===== config.mk =====
export PLATFORM = sky130hd
export DESIGN_NAME = host_bridged_uart_core
export DESIGN_NICKNAME = d
export VERILOG_FILES = /design/src/uart_core_pkg.sv /design/src/host_bridged_uart_core.sv
export VERILOG_INCLUDE_DIRS = /design/src /design/src/src
export SDC_FILE = /design/constraint.sdc
export NUM_CORES = 2
export LEC_CHECK = 0
export ABC_CLOCK_PERIOD_IN_PS = 3500
export BUFFER_PORTS_ARGS = -buffer_cell sky130_fd_sc_hd__buf_2
export CAP_MARGIN = 20
export CELL_PAD_IN_SITES_DETAIL_PLACEMENT = 0
export CELL_PAD_IN_SITES_GLOBAL_PLACEMENT = 1
export CORE_ASPECT_RATIO = 1.2
export CORE_MARGIN = 2
export CORE_UTILIZATION = 45
export CTS_BUF_LIST = sky130_fd_sc_hd__clkbuf_16
export CTS_CLUSTER_DIAMETER = 60
export DETAILED_ROUTE_END_ITERATION = 7
export PLACE_DENSITY_LB_ADDON = 0.1
export REMOVE_ABC_BUFFERS = 1
export SYNTH_ARGS = -nofsm -noshare
export SYNTH_HDL_FRONTEND = slang
export SYNTH_SLANG_ARGS = --single-unit

===== constraint.sdc =====
create_clock -name core_clk -period 3.5 [get_ports core_clk]
set_clock_uncertainty 0.1 [all_clocks]
set_input_delay 1.05 -clock core_clk [delete_from_list [all_inputs] [get_ports core_clk]]
set_output_delay 1.05 -clock core_clk [all_outputs]
set_load 0.03 [all_outputs]

===== src/uart_core_defs.svh =====
`ifndef UART_CORE_DEFS_SVH
`define UART_CORE_DEFS_SVH
// oversample phase counter: sixteen ticks per bit, midbit after eight
`define TICK_LAST 4'hF
`define TICK_MID 4'h7
// last index of an 8-bit data word
`define BIT_LAST 3'h7
// general pin modes, two bits per pin
`define GPIO_IN 2'h0
`define GPIO_PP 2'h1
`define GPIO_OD 2'h2
`define GPIO_EVT 2'h3
`endif


===== src/uart_core_pkg.sv =====
`default_nettype none
package uart_core_pkg;
  typedef enum logic [4:0] {
    TX_IDLE = 5'h01,
    TX_START = 5'h02,
    TX_DATA = 5'h04,
    TX_PAR = 5'h08,
    TX_STOP = 5'h10
  } txState_t;
  typedef enum logic [4:0] {
    RX_IDLE = 5'h01,
    RX_START = 5'h02,
    RX_DATA = 5'h04,
    RX_PAR = 5'h08,
    RX_STOP = 5'h10
  } rxState_t;
endpackage
`default_nettype wire


===== src/host_bridged_uart_core.sv =====
`include "uart_core_defs.svh"
`default_nettype none

// two-entry buffer, every output a flip-flop
module uart_buf2 #(parameter int WIDTH = 8) (
  input wire logic core_clk,
  input wire logic rst_n,
  input wire logic inValid,
  output logic inReady,
  input wire logic [WIDTH-1:0] inData,
  output logic outValid,
  input wire logic outReady,
  output logic [WIDTH-1:0] outData
);
  logic [WIDTH-1:0] slot1;
  logic push;
  logic pop;
  assign push = inValid && inReady;
  assign pop = outValid && outReady;
  // inReady doubles as "second slot free"
  always_ff @(posedge core_clk) begin
    if (!rst_n) begin
      outValid <= 1'b0;
      inReady <= 1'b1;
      outData <= '0;
      slot1 <= '0;
    end else if (push && !pop) begin
      if (!outValid) begin
        outData <= inData;
        outValid <= 1'b1;
      end else begin
        slot1 <= inData;
        inReady <= 1'b0;
      end
    end else if (pop && !push) begin
      outData <= slot1;
      outValid <= !inReady;
      inReady <= 1'b1;
    end else if (pop && push) begin
      outData <= inData;
    end
  end
endmodule

// array fifo, oldest word out first
module uart_fifo #(parameter int WIDTH = 8, parameter int DEPTH = 128) (
  input wire logic core_clk,
  input wire logic rst_n,
  input wire logic inValid,
  output logic inReady,
  input wire logic [WIDTH-1:0] inData,
  output logic outValid,
  input wire logic outReady,
  output logic [WIDTH-1:0] outData,
  output logic [$clog2(DEPTH):0] count
);
  localparam int AW = $clog2(DEPTH);
  logic [WIDTH-1:0] mem [DEPTH];
  logic [AW-1:0] wrPtr;
  logic [AW-1:0] rdPtr;
  assign inReady = count != (AW+1)'(DEPTH);
  assign outValid = count != '0;
  assign outData = mem[rdPtr];
  always_ff @(posedge core_clk) begin
    if (inValid && inReady) begin
      mem[wrPtr] <= inData;
    end
  end
  // pointers wrap naturally, depth is a power of two
  always_ff @(posedge core_clk) begin
    if (!rst_n) begin
      wrPtr <= '0;
      rdPtr <= '0;
      count <= '0;
    end else begin
      if (inValid && inReady) wrPtr <= wrPtr + 1'b1;
      if (outValid && outReady) rdPtr <= rdPtr + 1'b1;
      count <= count + (AW+1)'(inValid && inReady) - (AW+1)'(outValid && outReady);
    end
  end
endmodule

module host_bridged_uart_core
  import uart_core_pkg::*;
#(parameter int FIFO_DEPTH = 128) (
  input wire logic core_clk,
  input wire logic rst_n,
  input wire logic hostSelectPin,
  input wire logic selectOrAddrBit0,
  input wire logic serialInOrAddrBit1,
  output logic spiMode,
  output logic [1:0] i2cAddr,
  output logic spiSerialIn,
  input wire logic [7:0] thrData,
  input wire logic thrValid,
  output logic thrReady,
  output logic [7:0] rhrData,
  output logic rhrValid,
  input wire logic rhrReady,
  input wire logic lineCtrlRts,
  input wire logic parityEnable,
  input wire logic parityOdd,
  input wire logic twoStop,
  input wire logic autoCts,
  input wire logic rxDisable,
  input wire logic refSelect,
  input wire logic refClkPin,
  input wire logic [5:0] clkPrescale,
  input wire logic [15:0] baudDivisor,
  input wire logic [7:0] gpioMode,
  input wire logic [3:0] gpioDrive,
  input wire logic [3:0] gpioEventClear,
  input wire logic powerUpAck,
  input wire logic [3:0] generalPinIn,
  output logic [3:0] generalPinOut,
  output logic [3:0] generalPinOe,
  output logic [3:0] gpioLevel,
  output logic [3:0] gpioEvent,
  input wire logic rxPin,
  output logic txLine,
  input wire logic ctsNPin,
  output logic rtsN,
  output logic ctsStatus,
  output logic irqNOut,
  output logic irqNOe
);
  logic hostMeta, hostSync, a0Meta, a0Sync, a1Meta, a1Sync;
  logic refMeta, refSync, refPrev, rxMeta, rxSync, rxPrev, ctsMeta, ctsSync;
  logic [3:0] gpioMeta, gpioSync, gpioPrev;
  logic [5:0] preCnt;
  logic [15:0] divCnt;
  logic tick16, srcEvent;
  txState_t txState;
  rxState_t rxState;
  logic [3:0] txTick, rxTick;
  logic [2:0] txBit, rxBit;
  logic [7:0] txShift, rxShift;
  logic txPar, rxPush, powerUp, txPop, ctsOk;
  logic bufValid, bufReady, txValid, rxFifoValid, rxFifoReady;
  logic [7:0] bufData, txData, rxFifoData;
  logic [$clog2(FIFO_DEPTH):0] txCount;

  // every pin passes two flops before use
  always_ff @(posedge core_clk) begin
    {hostMeta, a0Meta, a1Meta, refMeta, rxMeta, ctsMeta} <=
      {hostSelectPin, selectOrAddrBit0, serialInOrAddrBit1, refClkPin, rxPin, ctsNPin};
    {hostSync, a0Sync, a1Sync, refSync, rxSync, ctsSync} <=
      {hostMeta, a0Meta, a1Meta, refMeta, rxMeta, ctsMeta};
    {refPrev, rxPrev} <= {refSync, rxSync};
    gpioMeta <= generalPinIn;
    gpioSync <= gpioMeta;
    gpioPrev <= gpioSync;
  end

  always_ff @(posedge core_clk) begin
    if (!rst_n) begin
      spiMode <= 1'b0;
      i2cAddr <= 2'h0;
      spiSerialIn <= 1'b0;
    end else begin
      spiMode <= hostSync;
      i2cAddr <= hostSync ? 2'h0 : {a1Sync, a0Sync};
      spiSerialIn <= hostSync && a1Sync;
    end
  end

  // prescaler then divisor; reference edges or core clock as source
  assign srcEvent = refSelect ? (refSync && !refPrev) : 1'b1;
  // held in reset the tick never fires
  always_ff @(posedge core_clk) begin
    if (!rst_n) begin
      preCnt <= '0;
      divCnt <= '0;
      tick16 <= 1'b0;
    end else begin
      tick16 <= 1'b0;
      if (srcEvent) begin
        if (preCnt >= clkPrescale) begin
          preCnt <= '0;
          if (divCnt >= baudDivisor) begin
            divCnt <= '0;
            tick16 <= 1'b1;
          end else begin
            divCnt <= divCnt + 16'h0001;
          end
        end else begin
          preCnt <= preCnt + 6'h01;
        end
      end
    end
  end

  // holding words are one flat set of 8-bit values
  // holding buffer then transmit fifo, no host action needed
  uart_buf2 #(.WIDTH(8)) thrBuf (.core_clk(core_clk), .rst_n(rst_n),
    .inValid(thrValid), .inReady(thrReady), .inData(thrData),
    .outValid(bufValid), .outReady(bufReady), .outData(bufData));
  uart_fifo #(.WIDTH(8), .DEPTH(FIFO_DEPTH)) txFifo (.core_clk(core_clk), .rst_n(rst_n),
    .inValid(bufValid), .inReady(bufReady), .inData(bufData),
    .outValid(txValid), .outReady(txPop), .outData(txData), .count(txCount));

  // partner's clear-to-send gates new frames when enabled
  assign ctsOk = !autoCts || !ctsSync;
  assign txPop = txState == TX_IDLE && txValid && tick16 && ctsOk;

  // transmit framer, bit boundaries every sixteen ticks
  always_ff @(posedge core_clk) begin
    if (!rst_n) begin
      txState <= TX_IDLE;
      txLine <= 1'b1;
      txTick <= '0;
      txBit <= '0;
      txShift <= '0;
      txPar <= 1'b0;
    end else begin
      unique case (txState)
        TX_IDLE: begin
          txLine <= 1'b1;
          txTick <= '0;
          if (txPop) begin
            txShift <= txData;
            txPar <= parityOdd;
            txLine <= 1'b0;
            txState <= TX_START;
          end
        end
        default: begin
          if (tick16) begin
            txTick <= txTick + 4'h1;
            if (txTick == `TICK_LAST) begin
              if (txState == TX_START || (txState == TX_DATA && txBit != `BIT_LAST)) begin
                txLine <= txShift[0];
                txPar <= txPar ^ txShift[0];
                txShift <= {1'b0, txShift[7:1]};
                txBit <= txState == TX_START ? 3'h0 : txBit + 3'h1;
                txState <= TX_DATA;
              end else if (txState == TX_DATA && parityEnable) begin
                txLine <= txPar;
                txState <= TX_PAR;
              end else if (txState != TX_STOP) begin
                txLine <= 1'b1;
                txBit <= 3'h0;
                txState <= TX_STOP;
              end else if (twoStop && txBit == 3'h0) begin
                txBit <= 3'h1;
              end else begin
                txState <= TX_IDLE;
              end
            end
          end
        end
      endcase
    end
  end

  // receiver: midbit samples, lsb first, stop must be high
  always_ff @(posedge core_clk) begin
    if (!rst_n) begin
      rxState <= RX_IDLE;
      rxTick <= '0;
      rxBit <= '0;
      rxShift <= '0;
      rxPush <= 1'b0;
    end else begin
      rxPush <= 1'b0;
      unique case (rxState)
        RX_IDLE: begin
          rxTick <= '0;
          if (rxPrev && !rxSync && !rxDisable) rxState <= RX_START;
        end
        RX_START: if (tick16) begin
          rxTick <= rxTick + 4'h1;
          if (rxTick == `TICK_MID) begin
            rxTick <= '0;
            rxBit <= '0;
            rxState <= rxSync ? RX_IDLE : RX_DATA; // glitch, not a start
          end
        end
        default: if (tick16) begin
          rxTick <= rxTick + 4'h1;
          if (rxTick == `TICK_LAST) begin
            if (rxState == RX_DATA) begin
              rxShift <= {rxSync, rxShift[7:1]};
              rxBit <= rxBit + 3'h1;
              if (rxBit == `BIT_LAST) rxState <= parityEnable ? RX_PAR : RX_STOP;
            end else if (rxState == RX_PAR) begin
              rxState <= RX_STOP;
            end else begin
              // only a properly framed word is queued
              rxPush <= rxSync;
              rxState <= RX_IDLE;
            end
          end
        end
      endcase
    end
  end

  // receive fifo drained through the holding buffer
  uart_fifo #(.WIDTH(8), .DEPTH(FIFO_DEPTH)) rxFifo (.core_clk(core_clk), .rst_n(rst_n),
    .inValid(rxPush), .inReady(), .inData(rxShift),
    .outValid(rxFifoValid), .outReady(rxFifoReady), .outData(rxFifoData), .count());
  uart_buf2 #(.WIDTH(8)) rhrBuf (.core_clk(core_clk), .rst_n(rst_n),
    .inValid(rxFifoValid), .inReady(rxFifoReady), .inData(rxFifoData),
    .outValid(rhrValid), .outReady(rhrReady), .outData(rhrData));

  // flow pins; request-to-send is active low
  always_ff @(posedge core_clk) begin
    if (!rst_n) begin
      rtsN <= 1'b1;
      ctsStatus <= 1'b0;
    end else begin
      rtsN <= !lineCtrlRts;
      ctsStatus <= !ctsSync;
    end
  end

  // per-pin mode; an event set beats a same-cycle clear
  genvar i;
  generate
    for (i = 0; i < 4; i++) begin : g_pin
      always_ff @(posedge core_clk) begin
        if (!rst_n) begin
          generalPinOut[i] <= 1'b0;
          generalPinOe[i] <= 1'b0;
          gpioLevel[i] <= 1'b0;
          gpioEvent[i] <= 1'b0;
        end else begin
          generalPinOut[i] <= gpioMode[2*i+:2] == `GPIO_PP && gpioDrive[i];
          generalPinOe[i] <= gpioMode[2*i+:2] == `GPIO_PP ||
                             (gpioMode[2*i+:2] == `GPIO_OD && !gpioDrive[i]);
          gpioLevel[i] <= gpioSync[i];
          if (gpioMode[2*i+:2] == `GPIO_EVT && gpioSync[i] != gpioPrev[i])
            gpioEvent[i] <= 1'b1;
          else if (gpioEventClear[i])
            gpioEvent[i] <= 1'b0;
        end
      end
      property p_gpio_od;
        @(posedge core_clk) disable iff (!rst_n)
        (gpioMode[2*i+:2] == `GPIO_OD) |=> !generalPinOut[i] &&
          (generalPinOe[i] == !$past(gpioDrive[i]));
      endproperty
      a_gpio_od: assert property (p_gpio_od) else $error("open-drain pin misdriven");
    end
  endgenerate

  // open-drain interrupt, also asserted from power-up until acknowledged
  always_ff @(posedge core_clk) begin
    if (!rst_n) begin
      powerUp <= 1'b1;
      irqNOut <= 1'b0;
      irqNOe <= 1'b1;
    end else begin
      if (powerUpAck) powerUp <= 1'b0;
      irqNOut <= 1'b0;
      irqNOe <= powerUp || rhrValid || (|gpioEvent);
    end
  end

  property p_sel;
    @(posedge core_clk) disable iff (!rst_n)
    hostSync |=> spiMode && i2cAddr == 2'h0;
  endproperty
  a_sel: assert property (p_sel) else $error("select pin not honoured");
  property p_addr;
    @(posedge core_clk) disable iff (!rst_n)
    !hostSync |=> i2cAddr[1] == $past(a1Sync) && !spiSerialIn;
  endproperty
  a_addr: assert property (p_addr) else $error("address bit1 wrong");
  property p_rts;
    @(posedge core_clk) disable iff (!rst_n)
    $changed(lineCtrlRts) |=> rtsN == !$past(lineCtrlRts);
  endproperty
  a_rts: assert property (p_rts) else $error("request-to-send wrong");
  property p_thr;
    @(posedge core_clk) disable iff (!rst_n)
    thrValid && thrReady |=> ##[0:3] (txCount != '0 || txState != TX_IDLE);
  endproperty
  a_thr: assert property (p_thr) else $error("written byte not queued");
  property p_start;
    @(posedge core_clk) disable iff (!rst_n)
    txPop |=> txState == TX_START && !txLine && txShift == $past(txData);
  endproperty
  a_start: assert property (p_start) else $error("start bit missing");
  property p_fall;
    @(posedge core_clk) disable iff (!rst_n)
    rxState == RX_IDLE && rxPrev && !rxSync && !rxDisable |=> rxState == RX_START;
  endproperty
  a_fall: assert property (p_fall) else $error("falling edge missed");
  property p_idle;
    @(posedge core_clk) disable iff (!rst_n)
    txState == TX_IDLE && !txPop |=> txLine;
  endproperty
  a_idle: assert property (p_idle) else $error("transmit line not idle");
  property p_rst;
    @(posedge core_clk)
    !rst_n |=> !tick16 && txLine && txState == TX_IDLE && irqNOe;
  endproperty
  a_rst: assert property (p_rst) else $error("reset state wrong");
  property p_irq;
    @(posedge core_clk) disable iff (!rst_n)
    powerUp || rhrValid |=> irqNOe && !irqNOut;
  endproperty
  a_irq: assert property (p_irq) else $error("interrupt not asserted");
endmodule
`default_nettype wire


==> qor.yml <==
muxShareOfSynthArea_pct: 16.0
cp-start-kind: "flip-flop"
seq_area_frac_synth_pct: 74.7
clock_latency_ns: 0.86
dieArea_sq_um: 199000
arrival_ns: 3.84
vias: 42500
grtUsageTotal_pct: 21.1
synth_edf_count: 2048
port-buffer-count: 101
ctsRootBufferMaster: "clkbuf_16"
cts_sinks: 2258
timing.fmax_mhz: 313
crit_slowest_cell: "or4_1"
io_pins: 103
p_comb_share_pct: 10.1
via_per_inst: 5.60
setup_viol: 0
clockBufferDepth: 3
critPathKind: "reg2reg"
layout-drive-gt1-share_pct: 26.8
rsz0062_at_grt: "no"
yosysMostFrequentCell: "edfxtp_1"
hold_buffers: 0
cts_tree: "done"
wl_met2_mm: 110
routabilityCongestion: 0.825
crit_chain: "buf_4, buf_4, mux4_2, o221ai_1, a221oi_1, or4_1, a22o_1"
required_ns: 4.15
switching_share_pct: 23.6
p_clk_share_pct: 38.7
antenna_found_initial: 1
routedWlPerCell_um: 27.5
slowest_delay_ns: 0.59
drv_slew: 0
vdd_drop_max_mv: 0.504
routed-wl-met3_mm: 6.83
met1_length_mm: 86.0
synth_adder_area_share_pct: 0.942
clkTransAtPathRegs_ns: 0.06
syn_inst: 4422
status: "complete, no violations"
relSlewSlack_pct: 16.3
synth_xor_xnor_area_share_pct: 0.478
tightest_slew_ns: 1.26
synthTopCellsByArea: "edfxtp_1 70%, mux4_2 15%, dfxtp_1 4.8%, nor2_1 1.7%, mux2i_1 0.93%"
hold_viol: 0
internal_power_w: 0.0457
crit_fanout: 17
synth_seq_cells: 2258
synth-simple-area-share_pct: 3.53
reg_top3: "rxFifo.mem (1024), txFifo.mem (1024), divCnt (16)"
path_delay_family: "compound AO/OA/AOI/OAI gates"
die_w_um: 408
synth_top_area_cell: "edfxtp_1"
synth_warnings: 0
worst_setup_path_end_kind: "flip-flop"
cts_buffers: 221
syn_area_per_cell_sq_um: 19.9
post-route-min-period_ns: 3.19
synth_compound_area_share_pct: 2.83
grt_max_degree: 109
dr.max_layer_used: "met4"
placementRows: 177
dp_cells: 7168
crit_path_frequent_cell: "buf_4"
p_total_w: 0.0598
grt_pass1_vias: 44300
area_growth_pct: 14.4
min_path_type: "in2reg"
yosys-top-cells-count: "2048 x edfxtp_1, 568 x mux4_2, 396 x nor2_1, 210 x dfxtp_1, 121 x clkbuf_1"
firstDrtPassIters: 5
synthArstFlopShare_pct: 0
grt_overflow: 0
die_h_um: 488
num-nets-final: 4930
ant_nets: 0
fill_cells: 15700
synth_ff_type: "edfxtp_1"
power.density_nw_per_um2: 594
netSwitchingPower_w: 0.0141
netlist_area_sq_um: 88000
drtIter0Drc: 2997
yosysUniqueCellTypes: 62
drc: 0
htreeDepth: 4
initial_core_util_pct: 45.3
grt_pass1_wl_mm: 307
finalCritPeriodShare_pct: 91.2
p_seq_share_pct: 51.2
synth_top_area_share_pct: 69.9
p_leak_nw: 32.2
core_sq_um: 194000
dp_hpwl_mm: 132
synth_top_family_by_area: "multiplexers"
wl_mm: 209
drv_cap: 0
final_cells: 7587
path_buf_inv: 2
==> cell type report <==
cell class | count | area (sq um) | area share, %
diodes | 2 | 5.00 | 0.00497
clock buffers | 223 | 5580 | 5.55
clock inverters | 193 | 1500 | 1.49
inverters | 75 | 284 | 0.282
multi-input cells | 1855 | 20900 | 20.8
flip-flops and latches | 2258 | 65800 | 65.4
well taps | 2595 | 3250 | 3.23
repair buffers | 386 | 3320 | 3.30
==> worst reg2reg max path: stages (launching register included) <==
cell and delay (ns):
dfxtp_4 0.58, buf_4 0.43, buf_4 0.24, mux4_2 0.50, o221ai_1 0.27, a221oi_1 0.17, or4_1 0.59, a22o_1 0.23
==> per-stage QoR <==
step | cell area, sq um | setup WS [ns] | TNS [ns] | hold WS (ns) | utilization [%]
CTS | 101000 | 0.222 | 0 | 0.126 | 51.8
finish | 101000 | 0.309 | 0 | 0.205 | 51.9
detailed placement | 93500 | 0.0914 | 0 | 0.213 | 48.2
global route | 101000 | 0.0299 | 0 | 0.150 | 51.9
floorplan | 86900 | -8.87 | -185.44 | 0.210 | -
global placement | 93500 | 0.0713 | 0 | 0.210 | 48.2
==> layer usage <==
| metal | global-route usage (%) | up-vias |
|---|---|---|
| met4 | 5.98 | 0 |
| met2 | 37.5 | 785 |
| met1 | 27.2 | 22600 |
| met5 | 0 | - |
| li1 | - | 18800 |
| met3 | 2.64 | 291 |
==> placed cells by master (no fill, tap or decap), types with 36 or more instances in the layout <==
master and instances:
o22a_1 36, mux4_2 568, nand3_1 48, mux2i_1 82, buf_2 101, mux2_2 37
a221oi_1 47, nand2_1 114, buf_12 52, o21ai_0 65, clkinv_1 53, edfxtp_1 2048
inv_1 123, nor2_1 395, dfxtp_1 187, a21oi_1 56, buf_4 231, clkbuf_16 223
ha_1 63, clkinv_2 46
==> timing repair <==
action	in CTS	in global routing
buffers inserted	0	0
setup endpoints to repair	0	1
endpoints found under the hold margin	0	0
resized for setup	0	1
==> logic make-up (layout without fill, tap and decap cells) <==
kind of cell | Yosys count | in the layout
muxes | 688 | 688
DFF | 2258 | 2258
and+or+nand+nor | 703 | 703
other | 1 | 3
AOI/OAI and AO/OA | 350 | 350
buffers and inverters | 309 | 877
xor gates and xnor gates | 48 | 48
adders and majority gates | 65 | 65
==> final timing paths <==
path	slack, ns	start	to	depth (start not counted)
setup / recovery	0.31	flip-flop	rhrBuf.outData[2]$_SDFFE_PN0P_	7
hold reg to reg	0.22	rxMeta$_DFF_P_	rxSync$_DFF_P_	0
hold / removal	0.21	ctsNPin	ctsMeta$_DFF_P_	1
setup reg to reg	0.31	flip-flop	rhrBuf.outData[2]$_SDFFE_PN0P_	7
==> power groups by stage <==
stage | clock network [W] | logic, W | registers [W]
final | 0.0231 | 0.00606 | 0.0306
after global routing | 0.0247 | 0.00657 | 0.0307
after CTS | 0.0236 | 0.00622 | 0.0307
after detailed placement | 0 | 0.00620 | 0.0312
after global placement | 0 | 0.00617 | 0.0312
after floorplan | 0 | 0.00347 | 0.0317
No activity file was read; power rests on OpenSTA's default activity.
